### src/common/ewdt_map.svh
// Register map, field positions and timing counts of the guard timer
`ifndef EWDT_MAP_SVH
`define EWDT_MAP_SVH
`define EWDT_CTRL_OFS 8'h60
`define EWDT_ADDR_W 8
`define EWDT_BIT_IRQ_FLAG 7
`define EWDT_BIT_IRQ_EN 6
`define EWDT_BIT_PSEL3 5
`define EWDT_BIT_UNLOCK 4
`define EWDT_BIT_RST_EN 3
`define EWDT_CTRL_RESET 8'h00
`define EWDT_UNLOCK_CYCLES 3'h4
`define EWDT_BASE_SHIFT 11
`define EWDT_PSEL_MAX 4'h9
`define EWDT_CNT_W 21
`define EWDT_RESP_OKAY 2'h0
`define EWDT_RESP_SLVERR 2'h2
`endif

### src/common/ewdt_pkg.sv
// Types shared by the guard timer modules
package ewdt_pkg;
    typedef enum logic [1:0] {EWDT_STOPPED, EWDT_IRQ, EWDT_RESET, EWDT_BOTH} ewdt_mode_t;
endpackage : ewdt_pkg

### src/common/ewdt_tick_if.sv
// Link between control logic and the oscillator-side counter
`timescale 1ns/100ps
interface ewdt_tick_if;
    logic running;
    logic restart;
    logic [3:0] period_select;
    logic timeout;
    modport ctrl (output running, output restart, output period_select, input timeout);
    modport cnt (input running, input restart, input period_select, output timeout);
endinterface : ewdt_tick_if

### src/core/ewdt_top.sv
// Guard timer: AXI4-Lite control register, mode logic, oscillator sync
`timescale 1ns/100ps
`include "ewdt_map.svh"
// Behaviour
// Timeout in interrupt mode sets flag bit 7
// Flag cleared by vector or writing one
// Interrupt requested when global, enable, flag set
// Enable without reset: periodic interrupts only
// Both enables: first timeout sets flag
// Vector in combined mode clears enable, flag
// Unserviced flag at next timeout resets system
// Software re-arms enable after each interrupt
// Mode table; fuse forces reset mode
// Reset-enable clear, period change need unlock
// Unlock bit self-clears four cycles later
// Reset cause flag forces reset enable
// Software clears cause flag before reset enable
// Period 2048 shl code; codes 10-15 reserved
// Control register layout at 0x60
// Software restarts counter before period change
// Init software clears cause flag, reset enable
// Unlock write then update within four cycles
// Counter counts dedicated oscillator cycles
// Fuse locks reset enable 1, irq enable 0
// Restart instruction zeroes the counter
// Interrupt-only timeout restarts and keeps running
module ewdt_top import ewdt_pkg::*; (
    input wire logic aclk, // System clock, 40 MHz
    input wire logic aresetn, // Synchronous reset, active low
    input wire logic clk_en, // Clock enable, freezes all state
    input wire logic osc_clk_pin, // Watchdog oscillator, asynchronous
    input wire logic always_on_fuse, // Fuse programmed = 1
    input wire logic timeout_reset_cause_flag, // Reset cause flag from status reg
    input wire logic global_irq_enable, // Global interrupt enable of the core
    input wire logic irq_vector_ack, // Pulse: core executes the watchdog vector
    input wire logic restart_cmd, // Pulse: restart instruction executed
    output logic irq_req, // Interrupt request level
    output logic sys_reset_req, // One-cycle system reset pulse
    input wire logic [`EWDT_ADDR_W-1:0] s_axi_awaddr, // Write address
    input wire logic s_axi_awvalid, // Write address valid
    output logic s_axi_awready, // Write address ready
    input wire logic [31:0] s_axi_wdata, // Write data
    input wire logic [3:0] s_axi_wstrb, // Write strobes
    input wire logic s_axi_wvalid, // Write data valid
    output logic s_axi_wready, // Write data ready
    output logic [1:0] s_axi_bresp, // Write response
    output logic s_axi_bvalid, // Write response valid
    input wire logic s_axi_bready, // Write response ready
    input wire logic [`EWDT_ADDR_W-1:0] s_axi_araddr, // Read address
    input wire logic s_axi_arvalid, // Read address valid
    output logic s_axi_arready, // Read address ready
    output logic [31:0] s_axi_rdata, // Read data
    output logic [1:0] s_axi_rresp, // Read response
    output logic s_axi_rvalid, // Read data valid
    input wire logic s_axi_rready // Read data ready
);
    // ------------------------------------------------------------
    // Oscillator synchroniser and edge detect
    // ------------------------------------------------------------
    logic osc_s1_reg;
    logic osc_s2_reg;
    logic osc_s3_reg;
    logic osc_tick;

    always_ff @(posedge aclk) begin
        if (!aresetn) begin
            osc_s1_reg <= 1'b0;
            osc_s2_reg <= 1'b0;
            osc_s3_reg <= 1'b0;
        end else if (clk_en) begin
            osc_s1_reg <= osc_clk_pin;
            osc_s2_reg <= osc_s1_reg;
            osc_s3_reg <= osc_s2_reg;
        end
    end
    // Oscillator is far slower than aclk, so rising edges are never missed
    assign osc_tick = osc_s2_reg & ~osc_s3_reg;

    // ------------------------------------------------------------
    // Control register state
    // ------------------------------------------------------------
    logic irq_flag_reg;
    logic irq_en_reg;
    logic rst_en_reg;
    logic [3:0] psel_reg;
    logic [2:0] unlock_cnt_reg;
    logic rst_en_eff;
    logic irq_en_eff;
    logic unlock;
    ewdt_mode_t mode;
    ewdt_tick_if lnk ();

    // Fuse and cause flag dominate whatever was written
    assign rst_en_eff = always_on_fuse | timeout_reset_cause_flag | rst_en_reg;
    assign irq_en_eff = irq_en_reg & ~always_on_fuse;
    assign unlock = (unlock_cnt_reg != 3'h0);
    assign mode = always_on_fuse ? EWDT_RESET :
                  (rst_en_eff && irq_en_eff) ? EWDT_BOTH :
                  rst_en_eff ? EWDT_RESET :
                  irq_en_eff ? EWDT_IRQ : EWDT_STOPPED;

    assign lnk.running = (mode != EWDT_STOPPED);
    assign lnk.restart = restart_cmd;
    assign lnk.period_select = psel_reg;

    ewdt_counter u_counter (
        .aclk(aclk),
        .aresetn(aresetn),
        .clk_en(clk_en),
        .osc_tick(osc_tick),
        .lnk(lnk)
    );

    // ------------------------------------------------------------
    // Time-out actions
    // ------------------------------------------------------------
    logic timeout_set_flag;
    logic timeout_reset;
    logic sys_reset_reg;

    // Combined mode with a pending flag means the interrupt went unserviced
    assign timeout_set_flag = lnk.timeout && (mode == EWDT_IRQ ||
                              (mode == EWDT_BOTH && !irq_flag_reg));
    assign timeout_reset = lnk.timeout && (mode == EWDT_RESET ||
                           (mode == EWDT_BOTH && irq_flag_reg));
    assign irq_req = global_irq_enable & irq_en_eff & irq_flag_reg;
    assign sys_reset_req = sys_reset_reg;

    // ------------------------------------------------------------
    // AXI4-Lite slave
    // ------------------------------------------------------------
    logic aw_held_reg;
    logic w_held_reg;
    logic [`EWDT_ADDR_W-1:0] awaddr_reg;
    logic [7:0] wdata_reg;
    logic wstrb0_reg;
    logic bvalid_reg;
    logic [1:0] bresp_reg;
    logic rvalid_reg;
    logic [1:0] rresp_reg;
    logic [31:0] rdata_reg;
    logic wr_fire;
    logic wr_hit;
    logic rd_fire;
    logic rd_hit;
    logic [7:0] ctrl_rd;
    logic [7:0] wd;
    logic psel_change;
    logic rst_en_clear;
    logic wr_ok;

    assign s_axi_awready = !aw_held_reg && !bvalid_reg;
    assign s_axi_wready = !w_held_reg && !bvalid_reg;
    assign wr_fire = aw_held_reg && w_held_reg && !bvalid_reg;
    assign wr_hit = (awaddr_reg == `EWDT_CTRL_OFS);
    assign s_axi_bvalid = bvalid_reg;
    assign s_axi_bresp = bresp_reg;
    assign s_axi_arready = !rvalid_reg;
    assign rd_fire = s_axi_arvalid && !rvalid_reg;
    assign rd_hit = (s_axi_araddr == `EWDT_CTRL_OFS);
    assign s_axi_rvalid = rvalid_reg;
    assign s_axi_rresp = rresp_reg;
    assign s_axi_rdata = rdata_reg;

    assign ctrl_rd = {irq_flag_reg, irq_en_eff, psel_reg[3], unlock,
                      rst_en_eff, psel_reg[2:0]};

    // Protected fields: clearing reset enable or changing the period
    assign wd = wdata_reg;
    assign psel_change = {wd[`EWDT_BIT_PSEL3], wd[2:0]} != psel_reg;
    assign rst_en_clear = !wd[`EWDT_BIT_RST_EN];
    assign wr_ok = wr_fire && wr_hit && wstrb0_reg;

    always_ff @(posedge aclk) begin
        if (!aresetn) begin
            aw_held_reg <= 1'b0;
            w_held_reg <= 1'b0;
            awaddr_reg <= '0;
            wdata_reg <= 8'h00;
            wstrb0_reg <= 1'b0;
            bvalid_reg <= 1'b0;
            bresp_reg <= `EWDT_RESP_OKAY;
        end else if (clk_en) begin
            if (s_axi_awvalid && s_axi_awready) begin
                aw_held_reg <= 1'b1;
                awaddr_reg <= s_axi_awaddr;
            end
            if (s_axi_wvalid && s_axi_wready) begin
                w_held_reg <= 1'b1;
                wdata_reg <= s_axi_wdata[7:0];
                wstrb0_reg <= s_axi_wstrb[0];
            end
            if (wr_fire) begin
                aw_held_reg <= 1'b0;
                w_held_reg <= 1'b0;
                bvalid_reg <= 1'b1;
                bresp_reg <= wr_hit ? `EWDT_RESP_OKAY : `EWDT_RESP_SLVERR;
            end else if (bvalid_reg && s_axi_bready) begin
                bvalid_reg <= 1'b0;
            end
        end
    end

    always_ff @(posedge aclk) begin
        if (!aresetn) begin
            rvalid_reg <= 1'b0;
            rresp_reg <= `EWDT_RESP_OKAY;
            rdata_reg <= 32'h0000_0000;
        end else if (clk_en) begin
            if (rd_fire) begin
                rvalid_reg <= 1'b1;
                rresp_reg <= rd_hit ? `EWDT_RESP_OKAY : `EWDT_RESP_SLVERR;
                rdata_reg <= rd_hit ? {24'h000000, ctrl_rd} : 32'h0000_0000;
            end else if (rvalid_reg && s_axi_rready) begin
                rvalid_reg <= 1'b0;
            end
        end
    end

    // ------------------------------------------------------------
    // Register updates
    // ------------------------------------------------------------
    always_ff @(posedge aclk) begin
        if (!aresetn) begin
            irq_flag_reg <= 1'b0;
            irq_en_reg <= 1'b0;
            rst_en_reg <= 1'b0;
            psel_reg <= 4'h0;
            unlock_cnt_reg <= 3'h0;
            sys_reset_reg <= 1'b0;
        end else if (clk_en) begin
            sys_reset_reg <= timeout_reset;
            if (unlock) begin
                unlock_cnt_reg <= unlock_cnt_reg - 3'h1;
            end
            if (wr_ok) begin
                irq_en_reg <= wd[`EWDT_BIT_IRQ_EN];
                // Unlock needs reset enable written too, so a stray write cannot open it
                if (wd[`EWDT_BIT_UNLOCK] && wd[`EWDT_BIT_RST_EN]) begin
                    unlock_cnt_reg <= `EWDT_UNLOCK_CYCLES;
                end else if (!wd[`EWDT_BIT_UNLOCK]) begin
                    unlock_cnt_reg <= 3'h0;
                end
                if (!rst_en_clear) begin
                    rst_en_reg <= 1'b1;
                end else if (unlock) begin
                    rst_en_reg <= 1'b0;
                end
                if (psel_change && unlock) begin
                    psel_reg <= {wd[`EWDT_BIT_PSEL3], wd[2:0]};
                end
            end
            // Vector in combined mode drops back to reset-only mode
            if (irq_vector_ack && mode == EWDT_BOTH) begin
                irq_en_reg <= 1'b0;
            end
            // Set wins over either clear
            if (timeout_set_flag) begin
                irq_flag_reg <= 1'b1;
            end else if (irq_vector_ack || (wr_ok && wd[`EWDT_BIT_IRQ_FLAG])) begin
                irq_flag_reg <= 1'b0;
            end
        end
    end
endmodule : ewdt_top

### src/core/ewdt_counter.sv
// Guard timer counter of oscillator ticks with period decode
`timescale 1ns/100ps
`include "ewdt_map.svh"
module ewdt_counter import ewdt_pkg::*; (
    input wire logic aclk, // System clock
    input wire logic aresetn, // Synchronous reset, active low
    input wire logic clk_en, // Freezes state while low
    input wire logic osc_tick, // One pulse per oscillator cycle, same domain
    ewdt_tick_if.cnt lnk // Control link
);
    logic [`EWDT_CNT_W-1:0] cnt_reg;
    logic [`EWDT_CNT_W-1:0] cnt_next;
    logic to_reg;
    logic [`EWDT_CNT_W-1:0] limit;

    // Period in oscillator cycles: 2048 shifted by the code; reserved codes clamp
    function automatic logic [`EWDT_CNT_W-1:0] ewdt_limit(input logic [3:0] code);
        logic [3:0] c;
        c = (code > `EWDT_PSEL_MAX) ? `EWDT_PSEL_MAX : code;
        return `EWDT_CNT_W'(1) << (`EWDT_BASE_SHIFT + 32'(c));
    endfunction : ewdt_limit

    assign limit = ewdt_limit(lnk.period_select);
    // Comparison is >= so a switch to a period shorter than the current count times out on the next oscillator tick
    assign cnt_next = (cnt_reg + `EWDT_CNT_W'(1) >= limit) ? '0 : cnt_reg + `EWDT_CNT_W'(1);
    assign lnk.timeout = to_reg;

    always_ff @(posedge aclk) begin
        if (!aresetn) begin
            cnt_reg <= '0;
            to_reg <= 1'b0;
        end else if (clk_en) begin
            to_reg <= 1'b0;
            if (lnk.restart || !lnk.running) begin
                cnt_reg <= '0;
            end else if (osc_tick) begin
                cnt_reg <= cnt_next;
                to_reg <= (cnt_next == '0);
            end
        end
    end
endmodule : ewdt_counter

### config.mk
export PLATFORM = sky130hd
export DESIGN_NAME = ewdt_top
export DESIGN_NICKNAME = d
export VERILOG_FILES = /design/src/common/ewdt_pkg.sv /design/src/common/ewdt_tick_if.sv /design/src/core/ewdt_top.sv /design/src/core/ewdt_counter.sv
export VERILOG_INCLUDE_DIRS = /design/src /design/src/common
export SDC_FILE = /design/constraint.sdc
export NUM_CORES = 1
export LEC_CHECK = 0
export ABC_CLOCK_PERIOD_IN_PS = 8070
export BUFFER_PORTS_ARGS = -buffer_cell sky130_fd_sc_hd__buf_2
export CORE_ASPECT_RATIO = 0.9
export CORE_MARGIN = 3
export CORE_UTILIZATION = 59
export CTS_CLUSTER_SIZE = 30
export DETAILED_ROUTE_END_ITERATION = 12
export HOLD_SLACK_MARGIN = 0.1
export PLACE_DENSITY = 0.95
export SYNTH_ARGS = -nofsm -noshare
export SYNTH_HDL_FRONTEND = slang
export SYNTH_HIERARCHICAL = 1
export SYNTH_SLANG_ARGS = --single-unit
### constraint.sdc
create_clock -name aclk -period 8.07 [get_ports aclk]
set_input_delay 1.614 -clock aclk [delete_from_list [all_inputs] [get_ports aclk]]
set_output_delay 1.614 -clock aclk [all_outputs]
set_load 0.1 [all_outputs]
======== Yosys cells after proc, flatten, opt, wreduce, memory -nomap -nowiden ========
Cells that the tools add are included.
operators by class
  add/sub/neg operators ................... 3
  $lt $le $gt $ge ......................... 2
  eq/ne operators ......................... 6
  shift-type cells ........................ 1
  mux-type cells .......................... 31
  bitwise logic cells ..................... 8
  reduce and logical (&&, ||, !) cells .... 54
operator list
  kind                     count
  $mux W21                 3
  $shl A1 B32 Y21 const A  1
  $reduce_and A2 Y1        11
  $add A21 B1 Y21 const B  1
  $ge A21 B21 Y1           1
  $logic_not A21 Y1        1
  $logic_and A1 B1 Y1      20
  $reduce_bool A2 Y1       9
  $mux W1                  17
  $eq A8 B7 Y1 const B     2
  $mux W3                  4
  $mux W2                  5
  $mux W8                  1
  $logic_not A1 Y1         6
  $reduce_and A3 Y1        2
  $add A4 B4 Y5 const A    1
  $and A1 B1 Y1            4
  $eq A2 B2 Y1 const B     2
  $gt A4 B4 Y1 const B     1
  $logic_or A1 B1 Y1       4
  $mux W4                  1
  $ne A4 B4 Y1             1
  $reduce_bool A3 Y1       1
  $sub A3 B1 Y3 const B    1
  3 further kinds          5
storage, ports and cells
  bits in registers ....................... 93
  input bits .............................. 66
  output and inout bits ................... 43
  word-level logic and storage cells ...... 126

======== Longest topological paths before layout ========
Gate-level depths: netlist of the first run.
  depth after elaboration ................. 12
  gate-level depth with buffers ........... 16
  mapped depth without buffers ............ 13

======== Hierarchy ========
The synthesis of the first run kept the hierarchy.
by module, submodules not included
  module        instances  cells an instance  area an instance (µm²)  sequential area each (µm²)
  ewdt_counter  1          325                2363.5                  440.4
  ewdt_top      1          231                2115.8                  900.9

======== Least setup slack after synthesis of the first run ========
No wires, ideal clock.
  kind .................................... input to output
  start point ............................. input always_on_fuse
  end point ............................... output irq_req
  arrival time ............................ 3027 ps
  data required time ...................... 6456 ps
  slack ................................... 3429 ps
  stages .................................. 3
  buffers on the path ..................... 0
  cells stage by stage .................... inv_1 nand2_1 nor2_1
on the way
  word-level cells in the longest chain between the ends .. 4
RTL lines
  what                         RTL line         RTL
  start, declared              ewdt_top.sv:32   input wire logic always_on_fuse,
  $not A1 Y1                   ewdt_top.sv:95   assign irq_en_eff = irq_en_reg & ~always_on_fuse;
  $and A1 B1 Y1                ewdt_top.sv:95
  $and A1 B1 Y1 (2 in series)  ewdt_top.sv:126  assign irq_req = global_irq_enable & irq_en_eff & irq_flag_reg;
  end, declared                ewdt_top.sv:37   output logic irq_req,
No other way between the ends.

======== Worst setup path after layout of the first run ========
  start point ............................. register psel_reg[3] (netlist: lnk.period_select[3])
  end point ............................... register u_counter.cnt_reg[14]
on the way
  word-level cells in the longest chain between the ends .. 8
RTL lines
  what                           RTL line            RTL
  start, declared                ewdt_top.sv:85      logic [3:0] psel_reg;
  start signal, assigned         ewdt_top.sv:250     psel_reg <= {wd[`EWDT_BIT_PSEL3], wd[2:0]};
  $gt A4 B4 Y1 (no line)         n/a
  $mux W4 (*)                    ewdt_counter.sv:19  c = (code > `EWDT_PSEL_MAX) ? `EWDT_PSEL_MAX : code;
  $add A4 B4 Y5 (no line) (*)    n/a
  $shl A1 B32 Y21 (no line) (*)  n/a
  $ge A21 B21 Y1 (*)             ewdt_counter.sv:25  assign cnt_next = (cnt_reg + `EWDT_CNT_W'(1) >= limit) ? '0 : cnt_reg + `EWDT_CNT_W'(1);
  $mux W21 (*)                   ewdt_counter.sv:25
  $mux W21 (*)                   ewdt_counter.sv:36  end else if (osc_tick) begin
  $mux W21 (*)                   ewdt_counter.sv:34  if (lnk.restart || !lnk.running) begin
  end signal, assigned           ewdt_counter.sv:37  cnt_reg <= cnt_next;
  end, declared                  ewdt_counter.sv:11  logic [`EWDT_CNT_W-1:0] cnt_reg;
Every way passes the cells marked *; elsewhere a longest branch is shown, timed or not. The select of a mux whose other input is x is not followed.
A chain may end at the register's enable or synchronous reset.

==> results of run 1 <==
## logic make-up after synthesis
group	Yosys count	synth area share, %
adder cells (fa/ha/maj)	27	7.54
AND/OR/NAND/NOR	251	30.4
multiplexers	19	4.39
other	1	0.0837
flip-flops	67	29.9
AO/OA/AOI/OAI	101	15.1
XOR/XNOR	14	2.74
buffers and inverters	76	9.80
## worst register-to-register path, stage by stage, from the launching register on
cell,delay [ns]
dfxtp_1,0.41
a211oi_1,0.54
inv_1,0.15
ha_1,0.31
nor2b_1,0.24
nor3b_1,0.42
nand3_1,0.15
ha_1,0.31
a21oi_1,0.15
o21ai_0,0.09
a2bb2oi_1,0.25
and4_1,0.68
o21ai_0,0.23
a21oi_1,0.20
## report_power, final
group          switching [W]  leakage, nW  internal (W)
sequential        0.00000826        0.543      0.000343
combinational       0.000121         1.40     0.0000424
clock               0.000137        0.109      0.000161
## stage by stage
| step | utilization (%) | power (W) | hold WS [ns] |
|---|---|---|---|
| 3_5_place_dp | 63.6 | 0.000520 | 0.458 |
| 6_report | 66.5 | 0.000812 | 0.467 |
| 3_3_place_gp | 63.6 | 0.000510 | 0.453 |
| 2_1_floorplan | - | 0.000501 | 0.438 |
| 4_1_cts | 66.5 | 0.000816 | 0.473 |
| 5_1_grt | 66.5 | 0.000842 | 0.500 |
## layout by cell type, fill, tap and decap left out, types with 3 or more instances in the layout
cell type and n:
mux2i_1 17, clkinv_4 3, and3_1 11, nor2_1 35, o22ai_1 3, nor3_1 7, and2_1 3, conb_1 26
nand2b_1 5, a22o_1 7, nand3_1 27, or3_1 4, a21boi_0 11, dfxtp_1 67, buf_2 55, nor4_1 5
nor2b_1 29, a21oi_1 23, nand4_1 12, or2_2 11, a22oi_1 8, o21ai_0 18, inv_1 16, nor3b_1 4
xnor2_1 12, a31oi_1 4, ha_1 27, nand2_1 75, clkbuf_8 11, o2111ai_1 3
## worst paths after layout
path              slack [ns]            startpoint               endpoint  depth (start not counted)
setup / recovery        3.86  lnk.period_select[3]  u_counter/cnt_reg[14]                         13
hold / removal          0.47                 wd[0]   lnk.period_select[0]                          2
setup reg to reg        3.86  lnk.period_select[3]  u_counter/cnt_reg[14]                         13
hold reg to reg         0.47                 wd[0]   lnk.period_select[0]                          2
## layer usage
layer  GRT usage, %  up-vias
met5              0        -
met4           10.1        0
met3           7.01       31
met2           41.8      226
met1           30.7     1964
li1               -     1967
## synth_stat cells (all sizes together) (2+ instances only)
cell	n
nand2	76
dfxtp	67
buf	43
nor2	35
nand3	29
nor2b	29
ha	27
a21oi	23
o21ai	21
clkbuf	17
mux2i	17
inv	16
nand4	12
xnor2	12
a21boi	11
and3	11
or2	11
a22oi	8
nor3	8
a22o	7
nor4	7
and2	5
nand2b	5
or3	5
a31oi	4
nor3b	4
and4	3
o2111ai	3
o22ai	3
a211oi	2
a311oi	2
and3b	2
and4b	2
mux2	2
o211a	2
o21a	2
o31a	2
o31ai	2
or4	2
xor2	2
## cell type report
type / instances / share of cell area (%)
multi-input combinational: 438 / 58.2
clock buffer: 11 / 3.15
tap: 93 / 2.42
sequential: 67 / 27.9
clock inverter: 5 / 1.28
inverter: 16 / 1.25
timing repair buffer: 55 / 5.73
==> impl_metrics.json, run 1 <==
{
  "synth-seq-area-share_pct": 29.9,
  "grt_overflow": 0,
  "synth_edf_count": 0,
  "power_leakage_nw": 2.05,
  "core_region_area_um2": 7220,
  "worstPathRequired_ns": 8.34,
  "ys_types": 71,
  "worst_slack_ns": 3.86,
  "worstPathBufferInverterCount": 1,
  "viasPerCell": 6.11,
  "die_y_um": 88.7,
  "grt_pass1_wl_um": 17800,
  "drv_cap": 0,
  "ys_seq_elements": 67,
  "synthFlopType": "dfxtp_1",
  "grt_pass1_vias": 3925,
  "crit_arrival_ns": 4.47,
  "io_buffers": 55,
  "max_stage_delay_ns": 0.68,
  "rsz0062_at_grt": "no",
  "io_pins": 109,
  "dr_wl_met3_um": 926,
  "crit_type": "reg2reg",
  "grtUsageTotal_pct": 25.0,
  "ir_worst_vdd_uv": 174,
  "cp_top_family": "simple AND/OR/NAND/NOR gates",
  "cts_hold_buf": 0,
  "setup_viol": 0,
  "antenna_found_initial": 0,
  "crit_chain": "a211oi_1, inv_1, ha_1, nor2b_1, nor3b_1, nand3_1, ha_1, a21oi_1, o21ai_0, a2bb2oi_1, and4_1, o21ai_0, a21oi_1",
  "place_inst": 669,
  "crit_slowest_cell": "and4_1",
  "grt_max_degree": 50,
  "yosysWarnings": 6,
  "hold_violations": 0,
  "drcViolationCount": 0,
  "firstDrtPassIters": 5,
  "area_delta_synth_final_pct": 7.21,
  "post-place-ws_ns": 4.02,
  "fp.dieW_um": 97.8,
  "cts_made_buffers": 9,
  "yosysTopAreaCellShare_pct": 29.9,
  "finalNonFillerCells": 685,
  "drt_iter0_drc": 344,
  "status": "complete, no violations",
  "path_max_fanout": 20,
  "h-tree-depth": 3,
  "powerDensity_nw_per_um2": 169,
  "final.setup_skew_ns": 0.00903,
  "die-area_um2": 8670,
  "nets": 680,
  "dp_hpwl_um": 7850,
  "yosysTopAreaCell": "dfxtp_1",
  "rows": 29,
  "post_cts_resized": 0,
  "fillers": 543,
  "syn_area_per_cell_um2": 8.06,
  "post_cts_buffers": 0,
  "diodes": 0,
  "maxUsedRoutingLayer": "met4",
  "dpl_cell_area_um2": 4590,
  "drive_gt1_share_pct": 16.9,
  "synth_cells": 556,
  "dr_wl_met2_um": 5220,
  "cts_tree": "built",
  "post_drt_wl_per_cell_um": 15.9,
  "min_period_over_period_pct": 52.2,
  "path_clk_slew_ns": 0.08,
  "design_area_um2": 4800,
  "fmax_mhz": 238,
  "via_count": 4188,
  "synth.area.top_cells": "dfxtp_1, ha_1, nand2_1",
  "met1Wirelength_um": 4510,
  "cts_buffer_depth": 2,
  "slew_viol_final": 0,
  "place.gp.congestion": 0.898,
  "clock_latency_ns": 0.35,
  "min_path_type": "reg2reg",
  "clkSinkCount": 67,
  "crit_path_end_kind": "flip-flop",
  "worst_slew_pin_slew_ns": 0.940,
  "start_util_pct": 62.0,
  "detail-route-antenna-nets": 0,
  "cts-root-buf": "clkbuf_8",
  "timing.setup.tns_ns": 0,
  "regArea_um2": 1340,
  "syn_area_um2": 4480,
  "start_kind": "flip-flop",
  "multiInputGateArea_um2": 2800,
  "wl_um": 10900,
  "largest_reg_flops": 21,
  "period_minus_slack_ns": 4.21,
  "async_flop_share_pct": 0,
  "relSlewSlack_pct": 37.3
}
Note: power is estimated with default switching activity, not from simulation.
==> run 2, diff against run 1 <==
--- a/config.mk
+++ b/config.mk
@@ -6,15 +6,16 @@
 export SDC_FILE = /design/constraint.sdc
 export NUM_CORES = 1
 export LEC_CHECK = 0
-export ABC_CLOCK_PERIOD_IN_PS = 8070
+export ABC_AREA = 1
+export ABC_CLOCK_PERIOD_IN_PS = 3600
 export BUFFER_PORTS_ARGS = -buffer_cell sky130_fd_sc_hd__buf_2
 export CORE_ASPECT_RATIO = 0.9
 export CORE_MARGIN = 3
-export CORE_UTILIZATION = 59
+export CORE_UTILIZATION = 49
 export CTS_CLUSTER_SIZE = 30
 export DETAILED_ROUTE_END_ITERATION = 12
 export HOLD_SLACK_MARGIN = 0.1
-export PLACE_DENSITY = 0.95
+export PLACE_DENSITY = 0.86
 export SYNTH_ARGS = -nofsm -noshare
 export SYNTH_HDL_FRONTEND = slang
 export SYNTH_HIERARCHICAL = 1
==> constraint.sdc (replaced) <==
create_clock -name aclk -period 3.6 [get_ports aclk]
set_input_delay 0.72 -clock aclk [delete_from_list [all_inputs] [get_ports aclk]]
set_output_delay 0.72 -clock aclk [all_outputs]
set_load 0.1 [all_outputs]
==> impl_metrics.json, run 2 <==
{
  "status": "complete, no violations",
  "detail-route-antenna-nets": 0,
  "worstPathBufferInverterCount": 7,
  "syn_area_um2": 4560,
  "yosysWarnings": 6,
  "ir_worst_vdd_uv": 310,
  "ys_types": 39,
  "start_kind": "flip-flop",
  "final.setup_skew_ns": 0.0140,
  "path_max_fanout": 13,
  "powerDensity_nw_per_um2": 361,
  "synth_cells": 708,
  "power_leakage_nw": 2.41,
  "slew_viol_final": 0,
  "p_int_w": 0.00125,
  "async_flop_share_pct": 0,
  "cp_top_family": "simple AND/OR/NAND/NOR gates",
  "relSlewSlack_pct": 51.8,
  "via_count": 4568,
  "die-area_um2": 10500,
  "drv_cap": 0,
  "switching_share_pct": 33.8,
  "antenna_found_initial": 0,
  "core_region_area_um2": 8810,
  "synth.most_common_cell": "nand2_1",
  "drive_gt1_share_pct": 16.7,
  "p_clk_share_pct": 39.3,
  "multiInputGateArea_um2": 2790,
  "grt_max_degree": 31,
  "h-tree-depth": 3,
  "hold_violations": 0,
  "place_inst": 877,
  "fillers": 810,
  "nets": 865,
  "grt_pass1_wl_um": 18100,
  "setup_viol": 0,
  "power_frac_seq_pct": 41.9,
  "yosysTopAreaCell": "dfxtp_1",
  "largest_reg_flops": 21,
  "regArea_um2": 1340,
  "worstPathRequired_ns": 3.81,
  "diodes": 0,
  "cts_buffer_depth": 2,
  "cts-root-buf": "clkbuf_8",
  "final_common_cell": "nand2_1",
  "post_drt_wl_per_cell_um": 12.5,
  "path_clk_slew_ns": 0.09,
  "io_pins": 109,
  "min_path_type": "reg2reg",
  "drt_iter0_drc": 339,
  "synth_edf_count": 0,
  "worst_slew_pin_slew_ns": 0.722,
  "synth.area.top_cells": "dfxtp_1, nand2_1, nor2_1",
  "crit_type": "reg2reg",
  "synth_common_cells": "nand2_1, nor2_1, inv_1, dfxtp_1, nand3_1",
  "rows": 32,
  "syn_area_per_cell_um2": 6.44,
  "grt_pass1_vias": 3979,
  "pwr-share-comb_pct": 18.8,
  "period_minus_slack_ns": 3.41,
  "grtUsageTotal_pct": 20.9,
  "dp_hpwl_um": 8170,
  "finalNonFillerCells": 896,
  "grt_overflow": 0,
  "crit_slowest_cell": "dfxtp_1",
  "place.gp.congestion": 0.911,
  "drcViolationCount": 0,
  "synthFlopType": "dfxtp_1",
  "start_util_pct": 51.7,
  "firstDrtPassIters": 5,
  "cts_made_buffers": 9,
  "layout_common_cells": "nand2_1, nor2_1, inv_1",
  "synth-seq-area-share_pct": 29.4,
  "cts_hold_buf": 0,
  "fmax_mhz": 294,
  "fin_util_pct": 59.6,
  "clkSinkCount": 67,
  "ys_seq_elements": 67,
  "max_stage_delay_ns": 0.34,
  "switchingPower_w": 0.000640,
  "wl_um": 11200,
  "fp.dieW_um": 108,
  "crit_path_end_kind": "flip-flop",
  "io_buffers": 55,
  "crit_arrival_ns": 3.61,
  "area_delta_synth_final_pct": 15.2,
  "cts_tree": "built",
  "cpMostUsedCell": "nand2_1",
  "clock_latency_ns": 0.36,
  "min_period_over_period_pct": 94.6,
  "viasPerCell": 5.10,
  "yosysTopAreaCellShare_pct": 29.4,
  "die_y_um": 97.5
}
-- run 2: cell count changes in the layout (fill, tap and decap cells not counted), moves of 12 or more --
cell,change
nand3_1,+27
nor2b_1,-29
mux2i_1,-17
nand2_1,+102
nor2_1,+56
a21oi_1,+27
buf_4,+13
nor2_2,+12
inv_1,+61
-- run 2: cell families after synthesis --
group                    share of synthesized area (%)
AO/OA/AOI/OAI                                     12.2
XOR/XNOR                                          2.11
adder cells (fa/ha/maj)                           7.41
buffers and inverters                             12.7
flip-flops                                        29.4
other                                           0.0823
AND/OR/NAND/NOR                                   36.1
-- run 2: stage by stage --
stage | power [W] | worst slack [ns] | cell area [um2] | hold WS, ns | TNS, ns
final | 0.00189 | 0.195 | 5250 | 0.466 | 0
after global routing | 0.00198 | -0.0862 | 5250 | 0.487 | -0.142
after CTS | 0.00190 | 0.0606 | 5150 | 0.466 | 0
after detailed placement | 0.00116 | 0.0859 | 4920 | 0.454 | 0
after global placement | 0.00116 | 0.166 | 4920 | 0.452 | 0
after floorplan | 0.00113 | 0.547 | 4650 | 0.446 | 0
-- run 2: power groups by stage --
stage | sequential, W | clock [W] | combinational (W)
floorplan | 0.000819 | 0 | 0.000308
global placement | 0.000808 | 0 | 0.000349
detailed placement | 0.000810 | 0 | 0.000354
CTS | 0.000792 | 0.000752 | 0.000356
global route | 0.000796 | 0.000789 | 0.000396
finish | 0.000793 | 0.000745 | 0.000356
-- run 2: final timing paths --
check	start	endpoint	slack (ns)	cells after the start
worst max-delay path	lnk.period_select[1]	u_counter/lnk.timeout	0.19	26
worst max register to register	lnk.period_select[1]	u_counter/lnk.timeout	0.19	26
worst min-delay path	s_axi_rdata[7]	s_axi_rdata[7]	0.47	2
worst min register to register	s_axi_rdata[7]	s_axi_rdata[7]	0.47	2
-- run 2: layout make-up --
type	count	share of cell area, %
clock buffer	9	2.36
clock inverter	7	2.03
inverter	84	6.05
multi-input combinational	540	53.2
sequential	67	25.5
tap	119	2.84
timing repair buffer	70	7.96
-- run 2: layer usage --
metal	global-route usage (%)	up-vias	wire (um)
met5	0	-	0
met2	33.1	128	5370
met1	28.3	2069	4930
met4	5.83	0	174
met3	5.12	14	709
li1	-	2357	-
-- run 2: timing repair --
action                                  CTS  global route
gates resized for setup                   0            17
buffers inserted                          0             2
endpoints found under the setup margin    0            18
-- run 2: worst min-delay path, stage by stage, from the launching register on --
cell and delay (ns):
dfxtp_1 0.32, nand2_1 0.06, a21oi_1 0.05
